`config.mk`:
```
export PLATFORM = sky130hd
export DESIGN_NAME = hspwm_top
export DESIGN_NICKNAME = d
export VERILOG_FILES = /design/src/logic/hspwm_pkg.sv /design/src/logic/hspwm_xlate.sv /design/src/logic/hspwm_top.sv
export SDC_FILE = /design/constraint.sdc
export NUM_CORES = 1
export LEC_CHECK = 0
export BUFFER_PORTS_ARGS = -buffer_cell sky130_fd_sc_hd__buf_2
export CAP_MARGIN = 10
export CORE_ASPECT_RATIO = 1.75
export CORE_MARGIN = 1.5
export CORE_UTILIZATION = 30
export DETAILED_ROUTE_END_ITERATION = 12
export PLACE_DENSITY = 0.5
export RECOVER_POWER = 50
export SLEW_MARGIN = 0
export SYNTH_ARGS = -nofsm -noshare
export SYNTH_HDL_FRONTEND = slang
export SYNTH_SLANG_ARGS = --single-unit
export TNS_END_PERCENT = 50
```
`constraint.sdc`:
```
create_clock -name pclk -period 3.1 [get_ports pclk]
set_clock_uncertainty 0.2 [all_clocks]
set_input_delay 0.155 -clock pclk [delete_from_list [all_inputs] [get_ports pclk]]
set_output_delay 0.155 -clock pclk [all_outputs]
set_load 0.005 [all_outputs]
```
`src/logic/hspwm_pkg.sv`:
```
// package of the host sdram page window map: register map, field layout,
// host window placement and register decode helpers.
// assumes a 32-bit apb with one aligned word per register (byte address = 4 * index).
package hspwm_pkg;

    // ************************************************************
    // register indices and byte addresses
    // ************************************************************
    localparam logic [11:0] HSPWM_WIN0_IDX = 12'h030;
    localparam logic [11:0] HSPWM_WIN1_IDX = 12'h032;
    localparam logic [11:0] HSPWM_WIN2_IDX = 12'h034;
    localparam logic [11:0] HSPWM_WIN3_IDX = 12'h036;
    localparam logic [11:0] HSPWM_RSVD0_IDX = 12'h02C;
    localparam logic [11:0] HSPWM_RSVD1_IDX = 12'h02E;
    localparam logic [11:0] HSPWM_STATUS_IDX = 12'h046;
    localparam int HSPWM_PADDR_W = 14;
    localparam logic [13:0] HSPWM_WIN0_ADDR = {HSPWM_WIN0_IDX, 2'b00};
    localparam logic [13:0] HSPWM_WIN1_ADDR = {HSPWM_WIN1_IDX, 2'b00};
    localparam logic [13:0] HSPWM_WIN2_ADDR = {HSPWM_WIN2_IDX, 2'b00};
    localparam logic [13:0] HSPWM_WIN3_ADDR = {HSPWM_WIN3_IDX, 2'b00};
    localparam logic [13:0] HSPWM_RSVD0_ADDR = {HSPWM_RSVD0_IDX, 2'b00};
    localparam logic [13:0] HSPWM_RSVD1_ADDR = {HSPWM_RSVD1_IDX, 2'b00};
    localparam logic [13:0] HSPWM_STATUS_ADDR = {HSPWM_STATUS_IDX, 2'b00};

    // ************************************************************
    // field layout and reset values
    // ************************************************************
    localparam int HSPWM_BASE_LSB = 2;
    localparam int HSPWM_BASE_MSB = 9;
    localparam int HSPWM_BASE_W = 8;
    localparam logic [7:0] HSPWM_BASE_RST = 8'h00;
    localparam int HSPWM_ST_WIN_LSB = 0;
    localparam int HSPWM_ST_HIT_BIT = 2;
    localparam int HSPWM_ST_MISS_BIT = 8;
    localparam int HSPWM_ST_BUSY_BIT = 9;

    // ************************************************************
    // host window placement
    // ************************************************************
    localparam int HSPWM_OFS_W = 18;
    localparam int HSPWM_SDRAM_W = 26;
    localparam int HSPWM_HOST_MIN_W = 21;
    localparam logic [31:0] HSPWM_WIN_FIRST = 32'h0010_0000;
    localparam logic [31:0] HSPWM_WIN_LAST = 32'h001F_FFFF;

    // ************************************************************
    // register select codes
    // ************************************************************
    localparam logic [2:0] HSPWM_SEL_STATUS = 3'h4;
    localparam logic [2:0] HSPWM_SEL_RSVD = 3'h5;
    localparam logic [2:0] HSPWM_SEL_NONE = 3'h7;

    // window registers give codes 0 to 3, the rest as above
    function automatic logic [2:0] hspwm_reg_sel(input logic [13:0] addr);
        logic [2:0] sel;
        sel = HSPWM_SEL_NONE;
        case (addr)
            HSPWM_WIN0_ADDR: sel = 3'h0;
            HSPWM_WIN1_ADDR: sel = 3'h1;
            HSPWM_WIN2_ADDR: sel = 3'h2;
            HSPWM_WIN3_ADDR: sel = 3'h3;
            HSPWM_STATUS_ADDR: sel = HSPWM_SEL_STATUS;
            HSPWM_RSVD0_ADDR: sel = HSPWM_SEL_RSVD;
            HSPWM_RSVD1_ADDR: sel = HSPWM_SEL_RSVD;
            default: sel = HSPWM_SEL_NONE;
        endcase
        return sel;
    endfunction

    // {hit, window index} of a host address
    function automatic logic [2:0] hspwm_win_of(input logic [31:0] addr);
        logic hit;
        hit = (addr >= HSPWM_WIN_FIRST) && (addr <= HSPWM_WIN_LAST);
        return {hit, addr[HSPWM_OFS_W+1:HSPWM_OFS_W]};
    endfunction

endpackage

```
`src/logic/hspwm_xlate.sv`:
```
// address translator of the host sdram page window map: picks the window of
// a host address and forms the sdram address from that window's page base.
// assumes the page bases are held stable by the register file around it.
`timescale 1ns/10ps
module hspwm_xlate #(
    parameter int HADDR_W = 21
) (
    // host side
    input wire logic [HADDR_W-1:0] host_addr,
    // page bases, window 3 in the top byte
    input wire logic [4*hspwm_pkg::HSPWM_BASE_W-1:0] page_base,
    // result
    output logic hit,
    output logic [1:0] win,
    output logic [hspwm_pkg::HSPWM_SDRAM_W-1:0] sdram_addr
);
    import hspwm_pkg::*;

    logic [31:0] wide_addr;
    logic [2:0] win_code;
    logic [HSPWM_BASE_W-1:0] sel_base;

    // refused at elaboration: the window decode needs at least bits 20-0
    if (HADDR_W < HSPWM_HOST_MIN_W || HADDR_W > 32) begin : g_bad_haddr_w
        $error("host address width out of range");
    end

    assign wide_addr = 32'(host_addr);
    assign win_code = hspwm_win_of(wide_addr);
    assign hit = win_code[2];
    assign win = win_code[1:0];
    assign sel_base = page_base[win*HSPWM_BASE_W +: HSPWM_BASE_W];
    // page bits from the base, offset bits straight from the host
    assign sdram_addr = {sel_base, wide_addr[HSPWM_OFS_W-1:0]};
endmodule

```
`src/logic/hspwm_top.sv`:
```
// host sdram page window map: four fixed host windows redirected onto
// programmable 256k-byte sdram pages, with an apb register file.
// assumes one clock, a host that holds its request until host_ready, and an
// sdram path that holds sdram_ready low while it cannot take a request.
`timescale 1ns/10ps
module hspwm_top #(
    parameter int HADDR_W = 21
) (
    // clock and reset
    input wire logic pclk,
    input wire logic presetn,
    // apb slave
    input wire logic psel,
    input wire logic penable,
    input wire logic pwrite,
    input wire logic [hspwm_pkg::HSPWM_PADDR_W-1:0] paddr,
    input wire logic [31:0] pwdata,
    input wire logic [3:0] pstrb,
    output logic [31:0] prdata,
    output logic pready,
    output logic pslverr,
    // host memory request
    input wire logic host_valid,
    input wire logic host_write,
    input wire logic [HADDR_W-1:0] host_addr,
    output logic host_ready,
    output logic host_miss,
    // sdram memory request
    output logic sdram_valid,
    output logic sdram_write,
    output logic [hspwm_pkg::HSPWM_SDRAM_W-1:0] sdram_addr,
    input wire logic sdram_ready
);
    import hspwm_pkg::*;

    // ************************************************************
    // state
    // ************************************************************
    typedef struct packed {
        logic [3:0][HSPWM_BASE_W-1:0] base;
        logic out_valid;
        logic out_write;
        logic [HSPWM_SDRAM_W-1:0] out_addr;
        logic miss;
        logic miss_seen;
        logic last_hit;
        logic [1:0] last_win;
        logic [31:0] rdata;
    } hspwm_state_s;

    hspwm_state_s cur;
    hspwm_state_s next_cur;

    logic x_hit;
    logic [1:0] x_win;
    logic [HSPWM_SDRAM_W-1:0] x_addr;
    logic [2:0] sel;
    logic setup_ph;
    logic access_ph;
    logic wr_take;
    logic host_take;
    logic slot_free;
    logic [31:0] rd_word;
    logic [HSPWM_BASE_W-1:0] wr_base;
    logic stat_clr;

    // ************************************************************
    // parameter check
    // ************************************************************
    if (HADDR_W < HSPWM_HOST_MIN_W || HADDR_W > 32) begin : g_bad_haddr_w
        $error("host address width out of range");
    end

    // ************************************************************
    // window translation
    // ************************************************************
    hspwm_xlate #(
        .HADDR_W(HADDR_W)
    ) u_xlate (
        .host_addr(host_addr),
        .page_base(cur.base),
        .hit(x_hit),
        .win(x_win),
        .sdram_addr(x_addr)
    );

    // ************************************************************
    // apb decode
    // ************************************************************
    assign sel = hspwm_reg_sel(paddr);
    assign setup_ph = psel && !penable;
    assign access_ph = psel && penable;
    // zero wait states: every access phase completes at once
    assign pready = 1'b1;
    assign pslverr = access_ph && (sel == HSPWM_SEL_NONE);
    // reserved locations answer without error but never store
    assign wr_take = access_ph && pwrite && (sel[2] == 1'b0);
    // the status word only takes a clear of its sticky miss bit
    assign stat_clr = access_ph && pwrite && (sel == HSPWM_SEL_STATUS) && pstrb[1]
        && pwdata[HSPWM_ST_MISS_BIT];
    assign prdata = cur.rdata;
    assign wr_base = pwdata[HSPWM_BASE_MSB:HSPWM_BASE_LSB];

    always_comb begin
        rd_word = 32'h0000_0000;
        case (sel)
            3'h0, 3'h1, 3'h2, 3'h3: begin
                // only bits 9-2 exist, the rest read zero
                rd_word[HSPWM_BASE_MSB:HSPWM_BASE_LSB] = cur.base[sel[1:0]];
            end
            HSPWM_SEL_STATUS: begin
                rd_word[HSPWM_ST_WIN_LSB +: 2] = cur.last_win;
                rd_word[HSPWM_ST_HIT_BIT] = cur.last_hit;
                rd_word[HSPWM_ST_MISS_BIT] = cur.miss_seen;
                rd_word[HSPWM_ST_BUSY_BIT] = cur.out_valid;
            end
            default: rd_word = 32'h0000_0000;
        endcase
    end

    // ************************************************************
    // host path
    // ************************************************************
    // one request slot; a stalled sdram path stalls host requests that hit a window, misses are still taken
    assign slot_free = !cur.out_valid || sdram_ready;
    assign host_ready = x_hit ? slot_free : 1'b1;
    assign host_take = host_valid && host_ready;
    assign sdram_valid = cur.out_valid;
    assign sdram_write = cur.out_write;
    assign sdram_addr = cur.out_addr;
    assign host_miss = cur.miss;

    always_comb begin
        next_cur = cur;
        next_cur.miss = 1'b0;
        if (setup_ph) begin
            // read data is caught in the setup cycle, ready for the access edge
            next_cur.rdata = rd_word;
        end
        if (stat_clr) begin
            next_cur.miss_seen = 1'b0;
        end
        if (wr_take && sel[2] == 1'b0) begin
            // bits 9-8 sit in lane 1, bits 7-2 in lane 0; other bits are dropped
            if (pstrb[0]) begin
                next_cur.base[sel[1:0]][5:0] = wr_base[5:0];
            end
            if (pstrb[1]) begin
                next_cur.base[sel[1:0]][7:6] = wr_base[7:6];
            end
        end
        if (cur.out_valid && sdram_ready) begin
            next_cur.out_valid = 1'b0;
        end
        if (host_take) begin
            if (x_hit) begin
                // window pick and page base selection, per window
                next_cur.out_valid = 1'b1;
                next_cur.out_addr = x_addr;
                next_cur.out_write = host_write;
                next_cur.last_win = x_win;
                next_cur.last_hit = 1'b1;
            end else begin
                // outside the windows: not redirected, only reported
                next_cur.miss = 1'b1;
                next_cur.last_hit = 1'b0;
                // a new miss beats a clear in the same cycle
                next_cur.miss_seen = 1'b1;
            end
        end
    end

    always_ff @(posedge pclk or negedge presetn) begin
        if (!presetn) begin
            cur <= '0;
        end else begin
            cur <= next_cur;
        end
    end
endmodule

```
Word-level counts from Yosys, hierarchy flattened

Cells that the tools add are included.

Shift operators: 1
Bitwise operators: 1
$lt $le $gt $ge: 4
Mux-type cells: 24
Equal/unequal tests: 12
Reduce and logical (&&, ||, !) cells: 20

Operators with widths:

| kind                                                                    | number |
|---|---|
| 32-bit 2-to-1 mux                                                       | 3 |
| 14-bit by 8-bit equality test with 1-bit output (second input constant) | 6 |
| 32-bit bitwise mux                                                      | 2 |
| 33-bit 2-to-1 mux                                                       | 1 |
| 8-bit demux with 2-bit select                                           | 2 |
| 32-bit by 6-bit indexed part select with 8-bit output                   | 1 |
| 28-bit 2-to-1 mux                                                       | 1 |
| 21-bit greater-or-equal comparator (second input constant)              | 1 |
| 21-bit less-or-equal comparator (second input constant)                 | 1 |
| 3-bit one-hot mux with 6 select lines                                   | 1 |
| 8-bit binary-select mux with 2-bit select                               | 1 |
| 8-bit 2-to-1 mux                                                        | 2 |
| 14-bit by 9-bit equality test with 1-bit output (second input constant) | 1 |
| 1-bit logical AND                                                       | 13 |
| 3-bit by 2-bit equality test with 1-bit output (second input constant)  | 2 |
| 3-bit equality test (second input constant)                             | 2 |
| 2-bit 2-to-1 mux                                                        | 3 |
| 6-bit 2-to-1 mux                                                        | 1 |
| 5-bit 2-to-1 mux                                                        | 1 |
| 1-bit 2-to-1 mux                                                        | 4 |
| 2-bit one-hot mux with 2 select lines                                   | 1 |
| 4-bit OR reduction                                                      | 1 |
| 3-bit by 1-bit equality test with 1-bit output (second input constant)  | 1 |
| 3-bit zero test                                                         | 1 |
| 8 further kinds                                                         | 9 |

Logic and storage cells: 74
Input bits: 79
Bits in registers: 75
Output and inout port bits: 64

Logic depth before layout (Yosys ltp)

Gate-level depths: netlist (run 1).

Depth after elaboration: 12
Depth in mapped cells: 7

Hierarchy

From an unflattened synthesis (run 1), not the netlist that was laid out.

Cell total of the unflattened synthesis: 350
Area total of the unflattened synthesis: 4161.5 µm²

By module, submodules not included:

| module      | cells an instance | instances | area an instance (µm²) | seq. area each (µm²) |
|---|---|---|---|---|
| hspwm_top   | 319               | 1         | 3811.2                 | 1876.8 |
| hspwm_xlate | 31                | 1         | 350.3                  | 0.0 |

Worst setup path before layout (run 1)

Ideal clock, no wire load.

Path kind: input port to flip-flop
From: input paddr[13] (netlist bit)
To: register cur[81] (netlist bit)
Data required time: 2.775 ns
Setup slack: 0.880 ns
Arrival: 1.895 ns
Stages: 6
Cells stage by stage: or4_4 buf_6 nor4_4 nor2b_1 buf_2 mux2_2

Cells in the longest elaborated chain, start to end: 12
Elaborated cells between the ends (all ways): 23

Ends and longest elaborated chain:

| item                                                                                                                                                | line             | source |
|---|---|---|
| start: declaration                                                                                                                                  | hspwm_top.sv:16  | `input wire logic [hspwm_pkg::HSPWM_PADDR_W-1:0] paddr,` |
| 14-bit by 8-bit equality test with 1-bit output                                                                                                     | hspwm_pkg.sv:57  | `case (addr)` |
| 2-bit OR reduction (no line)                                                                                                                        | -                |  |
| 3-bit one-hot mux with 6 select lines (*)                                                                                                           | hspwm_pkg.sv:57  |  |
| 2-bit by 3-bit < comparator with 1-bit output (not written as such) or 2-bit by 1-bit greater-or-equal comparator with 1-bit output (tied branches) | hspwm_top.sv:146 | `next_cur.base[sel[1:0]][5:0] = wr_base[5:0];` |
| 1-bit logical AND (not written as such)                                                                                                             | hspwm_top.sv:146 |  |
| 6-bit 2-to-1 mux (not written as such)                                                                                                              | hspwm_top.sv:146 |  |
| 8-bit demux with 2-bit select                                                                                                                       | hspwm_top.sv:146 |  |
| 32-bit bitwise mux                                                                                                                                  | hspwm_top.sv:146 |  |
| 32-bit 2-to-1 mux                                                                                                                                   | hspwm_top.sv:145 | `if (pstrb[0]) begin` |
| 32-bit 2-to-1 mux                                                                                                                                   | hspwm_top.sv:143 | `if (wr_take && sel[2] == 1'b0) begin` |
| 32-bit bitwise mux                                                                                                                                  | hspwm_top.sv:149 | `next_cur.base[sel[1:0]][7:6] = wr_base[7:6];` |
| 32-bit 2-to-1 mux                                                                                                                                   | hspwm_top.sv:148 | `if (pstrb[1]) begin` |
| end signal: assignment                                                                                                                              | hspwm_top.sv:177 | `cur <= next_cur;` |
| end: declaration                                                                                                                                    | hspwm_top.sv:51  | `hspwm_state_s cur;` |

Mark *: on every way between the ends. The rest lies on a longest branch, timed or not. The select of a mux whose other input is x is not followed.
A chain may end at the register's enable or synchronous reset.

Worst setup path after layout (run 1)

From: input paddr[2] (netlist bit)
To: output pslverr

Cells in the longest elaborated chain, start to end: 5
Elaborated cells between the ends (all ways): 11

Ends and longest elaborated chain:

| item                                            | line            | source |
|---|---|---|
| 14-bit by 8-bit equality test with 1-bit output | hspwm_pkg.sv:57 |  |
| 2-bit OR reduction (no line)                    | -               |  |
| 3-bit one-hot mux with 6 select lines (*)       | hspwm_pkg.sv:57 |  |
| 3-bit equality test (*)                         | hspwm_top.sv:95 | `assign pslverr = access_ph && (sel == HSPWM_SEL_NONE);` |
| 1-bit logical AND (*)                           | hspwm_top.sv:95 |  |
| end: declaration                                | hspwm_top.sv:21 | `output logic pslverr,` |

Mark *: on every way between the ends. The rest lies on a longest branch, timed or not.

==> results.txt, run 1 <==
The run finished, with violations left. The final reports fail on max-capacitance violations, max-slew violations. Summed over all cells, the static leakage comes to approximately 2.3 nW. Before antenna repair, the detailed router went through 4 iterations. The clock passes through at most 2 buffers. The average detailed-routed wire length per instance came out at 15.54 um. The stage delay of the slowest cell on the critical path is 0.73 ns. For the pin with the worst max-slew slack, the measured transition is 1.888 ns. The power dissipated by switching net loads came out at approximately 0.00054 W. In this run the power density over the cells is 461.9 nW/um^2.

The fraction of power consumed by the clock network came out at 40.9%. The clock edge transition at the registers on the reported setup and hold paths came out at 0.05 ns. The floorplan row count is 55. For this block, the initial DRC count from the detailed router was roughly 120. The count of flip-flops with a built-in enable after synthesis came out at 0. The number of hold violations in the final report came out at 0.

The number of global-route vias before repair was 2,758. After layout, the worst path uses between 70% and 80% of the clock period. The most used flip-flop cell after synthesis is dfrtp_1.

The initial antenna violation count is 0. The count of max-cap constraint violations came out at 1. The final routed wirelength across all metal layers is 9124 um. In this run the count of I/O pins placed on the die edge is 143.

The worst setup path is of the input pin to output port kind. The layout overhead on the synthesized area is 22.03%. The arrival time of data at the critical path endpoint came out at 1.99 ns. The share of flip-flops with an asynchronous set or reset came out at 100.0%. Buffers added to address setup during post-CTS repair amount to 0. The antenna cell count came out at 0. The total clock sinks is 75. Counting stages on the worst path, the most repeated cell is buf_2.

The number of routed nets with antenna violations came out at 0. The peak clock frequency supported by timing is 0.4271 GHz. The register area share after synthesis came out at between 40% and 50%. The quantity of hold-fixing buffers added after cts came out at 32. In the post-synthesis netlist, the cell with the most instances is dfrtp_1.

Measured against its own limit, the worst slew margin works out to -25.89%. For this run, the share of the core covered by cells in the final layout is a little under two fifths. The H-tree was split into 3 levels.

The count of buffering cells on the critical path with inverters included came out at 2. The total area inside the core boundary comes to 12,940 um^2. The ratio of cells with drive above 1 in the final layout came out at 42.55%. The count of cells resized by post-cts repair came out at 0. In the final timing run, aggregate negative setup slack is 0 ns.

The count of buffers from port buffering is 93. The post-synthesis instance area came out at 3999 um^2. The share of power burned in combinational logic is 11.9%. The average size of a mapped cell came out at about 13 um^2.

The global-route total usage across every layer is a little over an eighth. The maximum fanout along the worst path came out at 10. Traced cell by cell, the critical path runs through buf_2 -> or4_1 -> nor2_2 -> o211ai_2 -> and4b_1 -> buf_2. The chip height is roughly 160 um.

The die outline area came out at 14,060 um^2. The internal cell power came out at roughly 0.0017 W. Setup violations remaining at the end of the flow were counted as 0. The path class of the tightest hold or removal check is input pin to register. The net count of the finished layout is 490.

The total power draw is about 0.0023 W. The max-slew violation count is 76. The cell type contributing the most total cell area after synthesis is dfrtp_1. The data required time at the worst endpoint came out at 2.74 ns.

The cell sitting at the root of the clock tree is a clkbuf_16. The commonest cells after synthesis are dfrtp_1 (75), buf_4 (59), mux2_2 (55). The global route total overflow came out at 0.

The fraction of power spent switching nets is 23.74%. The width of the die is 90.28 um. The number of vias per cell is 4.612. STA classifies the critical path startpoint as an input pin.

The final routed DRC violation total came out at 0. The final weighted congestion of routability-driven global placement came out at between 0.7 and 0.8. The kind of end point of the critical path is an output port.

The TritonCTS clock tree is yes. The part of the power in registers is between 40% and 50%. At the later pin of the worst-skew pair, clock insertion delay measures roughly 0.33 ns. The initial cell density of the core is a little under a third.

Final hold analysis gives a worst-case slack of approximately 0.099 ns. By area the synthesized netlist is led by dfrtp_1 (47%), mux2_2 (15%), buf_4 (11%), mux4_2 (4.5%), a221oi_1 (2.4%). The global-route wire length before repair is 14,480 um.

Among all stages on the critical path, the largest delay is contributed by or4_1. Setup repair after global routing left no endpoint under its margin. In this run, distinct cell masters in the synthesized netlist total 38.

The HPWL after detailed placement is 6674 um. The largest net degree at the start of global routing came out at 76. The worst path in the final design needs a cycle of 2.342 ns, including I/O delays and setup. The cell family contributing the most delay on the critical path is simple AND/OR/NAND/NOR gates. Of the post-synthesis cell area, the dominant cell type holds 46.93%. The number of register bits inferred by synthesis is 75. The synthesized netlist cell count is around 320. VDD sags by at most ~0.21 mV. The CTS buffer count came out at 9. The overall via count from detail_route came out at 2,707. The yosys synthesis warning count came out at 0.
## final timing paths
path | startpoint | end | slack, ns | cells after the start
worst min register to register | prdata[0]$_DFFE_PN0P_ | prdata[0]$_DFFE_PN0P_ | 0.27 | 2
min in group asynchronous | presetn | cur[35]$_DFF_PN0_ | 0.67 | 2
max in group asynchronous | presetn | sdram_addr[17]$_DFFE_PN0P_ | 0.90 | 2
worst min-delay path | pstrb[1] | cur[35]$_DFF_PN0_ | 0.1 | 4
worst max register to register | sdram_valid$_DFF_PN0_ | sdram_addr[20]$_DFFE_PN0P_ | 1.10 | 4
worst max-delay path | paddr[2] | pslverr | 0.76 | 6
## layer usage
metal | up-vias | track usage, % | routed length [um]
met5 | - | 0 | 0
met4 | 0 | 7.332 | 233
met3 | 12 | 2.729 | 356
met2 | 91 | 25.22 | 5086
met1 | 1349 | 14.07 | 3447
li1 | 1255 | - | -
## per-stage QoR
step           setup slack, ns  cells  cell area (um^2)
2_1_floorplan           0.8800    336              4078
3_3_place_gp            0.5969    539              4325
3_5_place_dp            0.5997    539              4325
4_1_cts                 0.7208    587              4908
5_1_grt                 0.5076    587              4880
6_report                0.7584    587              4880
## cell families after synthesis
kind of cell | count (synthesis) | share of synthesized area, %
AOI/OAI and AO/OA | 34 | 7.384
DFF | 75 | 46.93
other | 2 | 0.1878
muxes | 69 | 22.25
buffers and inverters | 70 | 12.55
and+or+nand+nor | 65 | 10.70
## final cells by class
class | count | area, um^2
fillers | 1275 | 8058
flip-flops and latches | 75 | 1877
multi-input cells | 191 | 1699
repair buffers | 134 | 827.0
clock buffers | 11 | 232.7
well taps | 171 | 214.0
clock inverters | 5 | 30.03
## power groups by stage
stage | logic (W) | clock network, W | registers (W)
floorplan | 0.000199 | 0 | 0.00108
global placement | 0.000244 | 0 | 0.00108
detailed placement | 0.000246 | 0 | 0.00108
CTS | 0.000278 | 0.000958 | 0.00106
global route | 0.000296 | 0.000990 | 0.00107
finish | 0.000268 | 0.000922 | 0.00106
## cells in the final DEF (no fill, tap or decap), drive strengths merged, types with 5 or more instances in the layout
cell         netlist  layout
a21oi              5       5
a221oi            11      11
a32o               5       5
buf               68      83
clkbuf             2      30
conb               2      23
dfrtp             75      75
dlygate4sd3        0      32
mux2              61      61
mux4               8       8
nand2             20      20
nand2b             7       7
nand3              7       7
nor2               9       9
nor2b              5       5
o21ai              6       6
## state kept, by name, summed over array words and instances, names as in the netlist
signal and cells:
sdram_valid 1, prdata 10, cur 36, sdram_addr 26
host_miss 1, sdram_write 1
## tightest hold or removal path: cells and delay by family
kind | cells | cell delay [ns]
AOI/OAI and AO/OA | 1 | 0.11
and+or+nand+nor | 2 | 0.24
buffers and inverters | 1 | 0.09
(Power assumes the default switching activity.)
==> run 2, diff against run 1 <==
==> constraint.sdc (replaced) <==
create_clock -name pclk -period 2.3 [get_ports pclk]
set_clock_uncertainty 0.2 [all_clocks]
set_input_delay 0.115 -clock pclk [delete_from_list [all_inputs] [get_ports pclk]]
set_output_delay 0.115 -clock pclk [all_outputs]
set_load 0.005 [all_outputs]
==> run 2 against run 1 <==
- the run now ends clean
- sequential power rose by 36%
- non-clock buffer count rose by 16
- core utilization rose by 1.5 points
- via count rose by 1.9%
- largest power group is now clock
- critical path type unchanged
- flip-flop and latch count did not move
- power rose by 48%
- hold slack got worse by 0.054 ns
- count of clock-buffer cells in the layout fell by 1
- final cell count rose by 2.7%
- first-iteration DRC count fell by 11%
- die area did not move
- highest routed layer unchanged
- wire length rose by 2.4%
==> results.txt, run 2 (same netlist as run 1, synthesis figures left out) <==
The part of the power in registers came out at 43.0%. The die outline area came out at 14,060 um^2. In this run the cell area measured after placement is 4458 um^2. The final routed wirelength across all metal layers came out at 9343 um.

In this run the standard cell core region covers 12,940 um^2. The final routed DRC violation total is 0. The initial antenna violation count came out at 0. In this run, the number of DRC markers left after iteration 0 of detailed routing was ~100. The flow ran to the end, and the final reports show no timing, DRC or antenna violations.

For the worst setup path, the data required time is a little under 2 ns. The worst setup path is of the input pin to output port kind. The analysis attributes to cell leakage a power of between 2 and 2.5 nW. The path depth of the worst reg2reg path is 4.

The number of hold violations in the final report came out at 0. The combined flip-flop and latch cell area is between 1500 and 2000 um^2. The floorplan row count came out at 55. At the later pin of the worst-skew pair, clock insertion delay measures 0.33 ns. Once detail routing completed, the nets flagged for antenna violations numbered 0. The final critical path time including I/O delays and setup came out at about 2.1 ns. The layout overhead on the synthesized area came out at 26.94%. The arrival time of data at the critical path endpoint came out at 1.76 ns. The final-stage net count came out at 506. The final weighted congestion of routability-driven global placement came out at 0.7811. The relative slew slack is 33.51%. The CTS buffer count came out at 9.

The largest net degree at the start of global routing is 40. The first-pass detailed-route iteration total is 4. The worst register-to-register path ends at sdram_addr[6]$_DFFE_PN0P_. The clock edge transition at the registers on the reported setup and hold paths came out at 0.06 ns. The register-to-register setup slack is roughly 0.54 ns. The count of cells resized by post-cts repair came out at 0. The number of top-level design ports is 143. The final critical-path share of the clock period came out at 90.10%. Combinational logic burns 11.1% of the power. The chip height is 155.7 um. Walking the worst path, the cells encountered are buf_2 -> or4_1 -> buf_4 -> nor2_2 -> o211ai_2 -> buf_4 -> and4b_1 -> buf_2. Based on the critical path, the design can be clocked at up to 0.4825 GHz. The count of buffers from port buffering came out at 93. Counting instances, the worst hold path has a depth of 5. The aggregate negative setup slack came out at 0 ns.

The average detailed-routed wire length per instance is 15.49 um. With fillers left out, the area of the finished cells amounts to between 5000 and 6000 um^2. Setup repair after global routing left no endpoint under its margin.

The met3 demand-to-capacity share in global routing came out at 2.583%. Detailed placement ended at an HPWL of 6875 um. The multi-input combinational cells in the finished layout cover a total of 1699 um^2. The count of max-cap constraint violations came out at 0. For this run, the slowest stage of the critical path takes approximately 0.51 ns.

The fraction of power spent switching nets came out at 22.65%. The tree is rooted in a clkbuf_16. The library cells used most frequently in the layout, excluding fill and tap cells, are dfrtp_1 (75), buf_2 (75), mux2_2 (55). The class of the worst hold path is input pin to register. The worst hold path begins at penable. The fraction of power consumed by the clock network came out at 45.9%. The antenna cell count came out at 0. The global-route total usage across every layer is 14.14%. The internal portion of the total power is ~0.0026 W.

Of all nets on the critical path, the largest fanout is 5. For this run, global-route usage on met1 was measured as 14.84%. The register bank with the most flops is cur. The total clock sinks is 75. For hold timing, the worst endpoint is prdata[0]$_DFFE_PN0P_. The power per cell area is ~660 nW/um^2.

The largest voltage drop on the vdd net came out at approximately 0.26 mV. The worst setup path is launched from an input pin. CTS built an H-tree with a depth of 3. The max-slew violation count came out at 0.

The cell with the largest stage delay on the worst path is or4_1. The kind of end point of the critical path is an output port. The overall via count from detail_route came out at 2,759. The highest-utilization routing layer at the global route stage is met2. The number of vias per cell is 4.575. The number of setup violations in the final report came out at 0. The count of filler cells inserted in the layout came out at 1,296. The width of the die is 90.28 um. The initial cell density of the core is 30.91%.

The register with the most flip-flops in the layout has 36 of them. TritonCTS built the clock tree. The met2 track utilization from global routing is a little over a quarter. The worst register-to-register path begins at sdram_valid$_DFF_PN0_. The global route total overflow came out at 0.

The first global-routing pass estimated about 15,000 um of wire. The ratio of cells with drive above 1 in the final layout came out at 45.60%. The power dissipated by switching net loads came out at 0.0007556 W. The transition time of the tightest slew-check pin is around 1 ns. Counting along the longest clock path gives a buffer depth of 2. The number of global-route vias before repair is 3,023.
-- run 2: cell types whose count changed in the layout (fill, tap and decap cells not counted), sizes merged --
cell / previous run / this run
inv: 0 / 1
clkinvlp: 2 / 0
bufinv: 0 / 2
buf: 83 / 98
-- run 2: layout make-up --
| cell class | count | share of cell area, % |
|---|---|---|
| clock buffers | 10 | 4.708 |
| flip-flops and latches | 75 | 36.97 |
| clock inverters | 6 | 1.725 |
| repair buffers | 150 | 18.91 |
| well taps | 171 | 4.215 |
| multi-input cells | 191 | 33.47 |
-- run 2: stage by stage --
stage          worst slack (ns)  hold WS, ns  instances  util, %  power, W
2_1_floorplan            0.1200      -0.3806        336        -  0.001719
3_3_place_gp            0.02393     -0.07985        555    34.46  0.001790
3_5_place_dp            0.01928     -0.07442        555    34.46  0.001799
4_1_cts                  0.2040      0.04197        603    39.46  0.003396
5_1_grt                  0.1360      0.06377        603    39.24  0.003490
6_report                 0.2276      0.04534        603    39.24  0.003336
-- run 2: routing by layer --
metal | vias to the layer above | wire length, um
met5 | - | 0
met4 | 0 | 202
met3 | 13 | 327
met2 | 96 | 5214
met1 | 1360 | 3598
li1 | 1290 | -
-- run 2: repair_timing --
item / in CTS / in global routing
setup buffers: 0 / 0
hold buffers: 32 / 0
hold endpoints to repair: 92 / 0
-- run 2: critical path, delay by kind of cell --
kind / cells / cell delay [ns]
AOI/OAI and AO/OA: 1 / 0.19
buffers and inverters: 4 / 0.60
and+or+nand+nor: 3 / 0.85
-- run 2: how the worst max path moves through the flow --
| stage | from | to | slack (ns) | depth (start not counted) |
|---|---|---|---|---|
| after floorplan | paddr[13] | cur[81]$_DFFE_PN0P_ | 0.12 | 6 |
| after global placement | paddr[2] | cur[72]$_DFFE_PN0P_ | 0.02 | 8 |
| after detailed placement | paddr[13] | prdata[2]$_DFFE_PN0P_ | 0.02 | 7 |
| after CTS | paddr[2] | pslverr | 0.20 | 8 |
| after global routing | paddr[2] | pslverr | 0.14 | 8 |
| final | paddr[2] | pslverr | 0.23 | 8 |
-- run 2: power groups by stage --
| stage | combinational, W | clock, W | sequential, W |
|---|---|---|---|
| floorplan | 0.000268 | 0 | 0.00145 |
| global placement | 0.000336 | 0 | 0.00145 |
| detailed placement | 0.000340 | 0 | 0.00146 |
| CTS | 0.000383 | 0.00158 | 0.00143 |
| global route | 0.000411 | 0.00163 | 0.00145 |
| finish | 0.000370 | 0.00153 | 0.00144 |
==> run 3, diff against run 2 <==
--- a/config.mk
+++ b/config.mk
@@ -13,6 +13,7 @@
 export DETAILED_ROUTE_END_ITERATION = 12
 export PLACE_DENSITY = 0.5
 export RECOVER_POWER = 50
+export SKIP_CTS_REPAIR_TIMING = 1
 export SLEW_MARGIN = 0
 export SYNTH_ARGS = -nofsm -noshare
 export SYNTH_HDL_FRONTEND = slang
==> constraint.sdc (replaced) <==
create_clock -name pclk -period 2.3 [get_ports pclk]
set_clock_uncertainty 0.2 [all_clocks]
set_input_delay 0.115 -clock pclk [delete_from_list [all_inputs] [get_ports pclk]]
set_output_delay 0.115 -clock pclk [all_outputs]
set_load 0.01 [all_outputs]
==> run 3 against run 2 <==
- global-route usage decreased by 0.48 points
- combinational power increased by 6.5%
- final cell count unchanged
- maximum frequency decreased by 0.62%
- core utilization decreased by 0.21 points
- flip-flop and latch count unchanged
- setup slack got worse by 0.013 ns
- die area unchanged
- sequential share of layout area increased by 0.20 points
- critical path depth unchanged
- non-clock buffer count unchanged
- highest routed layer unchanged
==> results.txt, run 3 (same netlist as run 1, synthesis figures left out) <==
After detailed placement, the total cell area comes to 4458 um^2. The worst hold path belongs to the class input pin to register. In the layout the commonest cells are dfrtp_1 (75), mux2_2 (55), buf_2 (53). The final critical-path share of the clock period came out at about nine tenths.

Timing would allow up to roughly 0.48 GHz. The cell with the largest stage delay on the worst path is or4_1. STA classifies the critical path endpoint as an output port.

The arrival time of data at the critical path endpoint is 1.77 ns. The register-to-register setup slack came out at approximately 0.53 ns. The run finished with clean final reports.

At the worst endpoint, the required time is 1.99 ns. In this run the number of H-tree levels came out at 3. The path depth of the worst reg2reg path is 4. Dividing the detail-routed via count by the number of cells gives roughly 4.6. The register bank with the most flops is cur. The number of DRC markers after the initial detailed-route iteration is 100. Summed over all cells, the static leakage comes to 2.333 nW. The reg-to-reg critical path startpoint is sdram_valid$_DFF_PN0_. The type of the worst setup path is input pin to output port. The register with the most flip-flops in the layout has 36 of them.

The final routed DRC violation total came out at 0. Setup total negative slack on the finished layout was measured at 0 ns. Once detail routing completed, the nets flagged for antenna violations numbered 0. For this run, the post-layout net count is between 500 and 600. The largest voltage drop on the vdd net is 0.2637 mV. The leading cell type in the layout, fill and taps excluded is dfrtp_1.

The initial antenna violation count is 0. The die outline area is 14,060 um^2. The number of setup violations in the final report is 0. For this run, the total global-route usage over all layers was measured as a little over an eighth. On the worst path, the slowest cell contributes a delay of 0.51 ns. The clock edge transition at the registers on the reported setup and hold paths is ~0.060 ns. In this run the vertical extent of the chip is 155.7 um. The global route total overflow came out at 0. In this run the clock root is driven by a clkbuf_16. The completed layout was analyzed and its total power is approximately 0.0034 W.

TritonCTS built the clock tree. The power per cell area is approximately 670 nW/um^2. For hold timing, the worst endpoint is prdata[0]$_DFFE_PN0P_. The core box area is 12,940 um^2. Walking the worst path, the cells encountered are buf_2 -> or4_1 -> buf_4 -> nor2_2 -> o211ai_2 -> buf_4 -> and4b_1 -> buf_2.

The initial utilization of the core area, before any placement, comes to 30.91%. The number of hold violations in the final report came out at 0. The hold-critical path depth is 5. The floorplan row count is 55. The later-pin clock latency in the skew report came out at between 0.3 and 0.4 ns.

The ratio of cells with drive above 1 in the final layout came out at 40.51%. In this run the most critical hold path is launched from penable. The CTS buffer count came out at 9. The worst register-to-register path ends at sdram_addr[6]$_DFFE_PN0P_. Entering global routing, the biggest net connects 40 pins. The final cell count without fillers came out at 603. Max-cap violations in this run came to 0. In this run the tightest slew margin relative to its limit is 33.37%. The final weighted congestion of routability-driven global placement came out at 0.7811. The core occupancy in the finished layout came out at 39.02%. After detailed routing, the average wire length per cell comes to about 16 um. The width of the die came out at 90.28 um. The number of instances in the placed design came out at 555. The layout overhead on the synthesized area is 26.25%. The overall via count from detail_route came out at 2,766. Counting I/O delays and the setup requirement, the final critical path takes 2.085 ns. The area of all placed cells without fillers is 5049 um^2. The global-route wire length before repair came out at about 15,000 um. The number of top-level design ports came out at 143. The repair_antennas step left the layout with diodes totalling 0. The max-slew violation count is 0. The total half-perimeter wirelength after legalization and detailed placement is around 7000 um.

Input and output buffers added on the ports amount to 93. The tree built by TritonCTS fans out to 75 sinks. The maximum fanout along the worst path is 5.

Setup repair after global routing left no endpoint under its margin. Wires add up to between 9000 and 10,000 um. The first-pass detailed-route iteration total is 4.

The number of global-route vias before repair came out at 2,844. The clock passes through at most 2 buffers. The transition time of the tightest slew-check pin is 0.9994 ns.

The worst setup path is launched from an input pin.
-- run 3: cell count changes in the layout (fill, tap and decap cells not counted) --
cell,change
clkbuf_1,+22
buf_2,-22
-- run 3: worst max path at each step --
stage	endpoint	cells past startpoint	startpoint	slack (ns)
2_1_floorplan	cur[81]$_DFFE_PN0P_	6	paddr[13]	0.12
3_3_place_gp	cur[72]$_DFFE_PN0P_	8	paddr[2]	0.02
3_5_place_dp	prdata[2]$_DFFE_PN0P_	7	paddr[13]	0.02
4_1_cts	pslverr	8	paddr[2]	0.19
5_1_grt	pslverr	8	paddr[2]	0.12
6_report	pslverr	8	paddr[2]	0.21
-- run 3: area by class of cell --
| class | instances | area, um^2 |
|---|---|---|
| multi-input combinational | 191 | 1699 |
| clock inverter | 6 | 87.58 |
| timing repair buffer | 150 | 932.1 |
| clock buffer | 10 | 239.0 |
| sequential | 75 | 1877 |
| fill | 1310 | 7889 |
| tap | 171 | 214.0 |
-- run 3: power by group --
part           switching, W  internal, W  total (W)  leakage, nW
Combinational      0.000205     0.000189   0.000394         1.18
Sequential        0.0000400      0.00140    0.00144        0.989
Clock              0.000548     0.000981    0.00153        0.163
-- run 3: metrics by stage --
step	setup slack (ns)	hold WS, ns
2_1_floorplan	0.1200	-0.3806
3_3_place_gp	0.02393	-0.07985
3_5_place_dp	0.01928	-0.07442
4_1_cts	0.1913	-0.4345
5_1_grt	0.1235	0.06377
6_report	0.2147	0.04760
-- run 3: routing by layer --
metal	vias up	track usage, %	share of wire [%]
li1	1290	-	-
met1	1357	14.44	39
met2	104	25.25	55
met3	15	2.924	4.0
met4	0	6.954	2.3
met5	-	0	0
-- run 3: worst max-delay path: cells and delay by family --
family                 cells  cell delay, ns
AO/OA/AOI/OAI              1            0.19
AND/OR/NAND/NOR            3            0.85
buffers and inverters      4            0.61
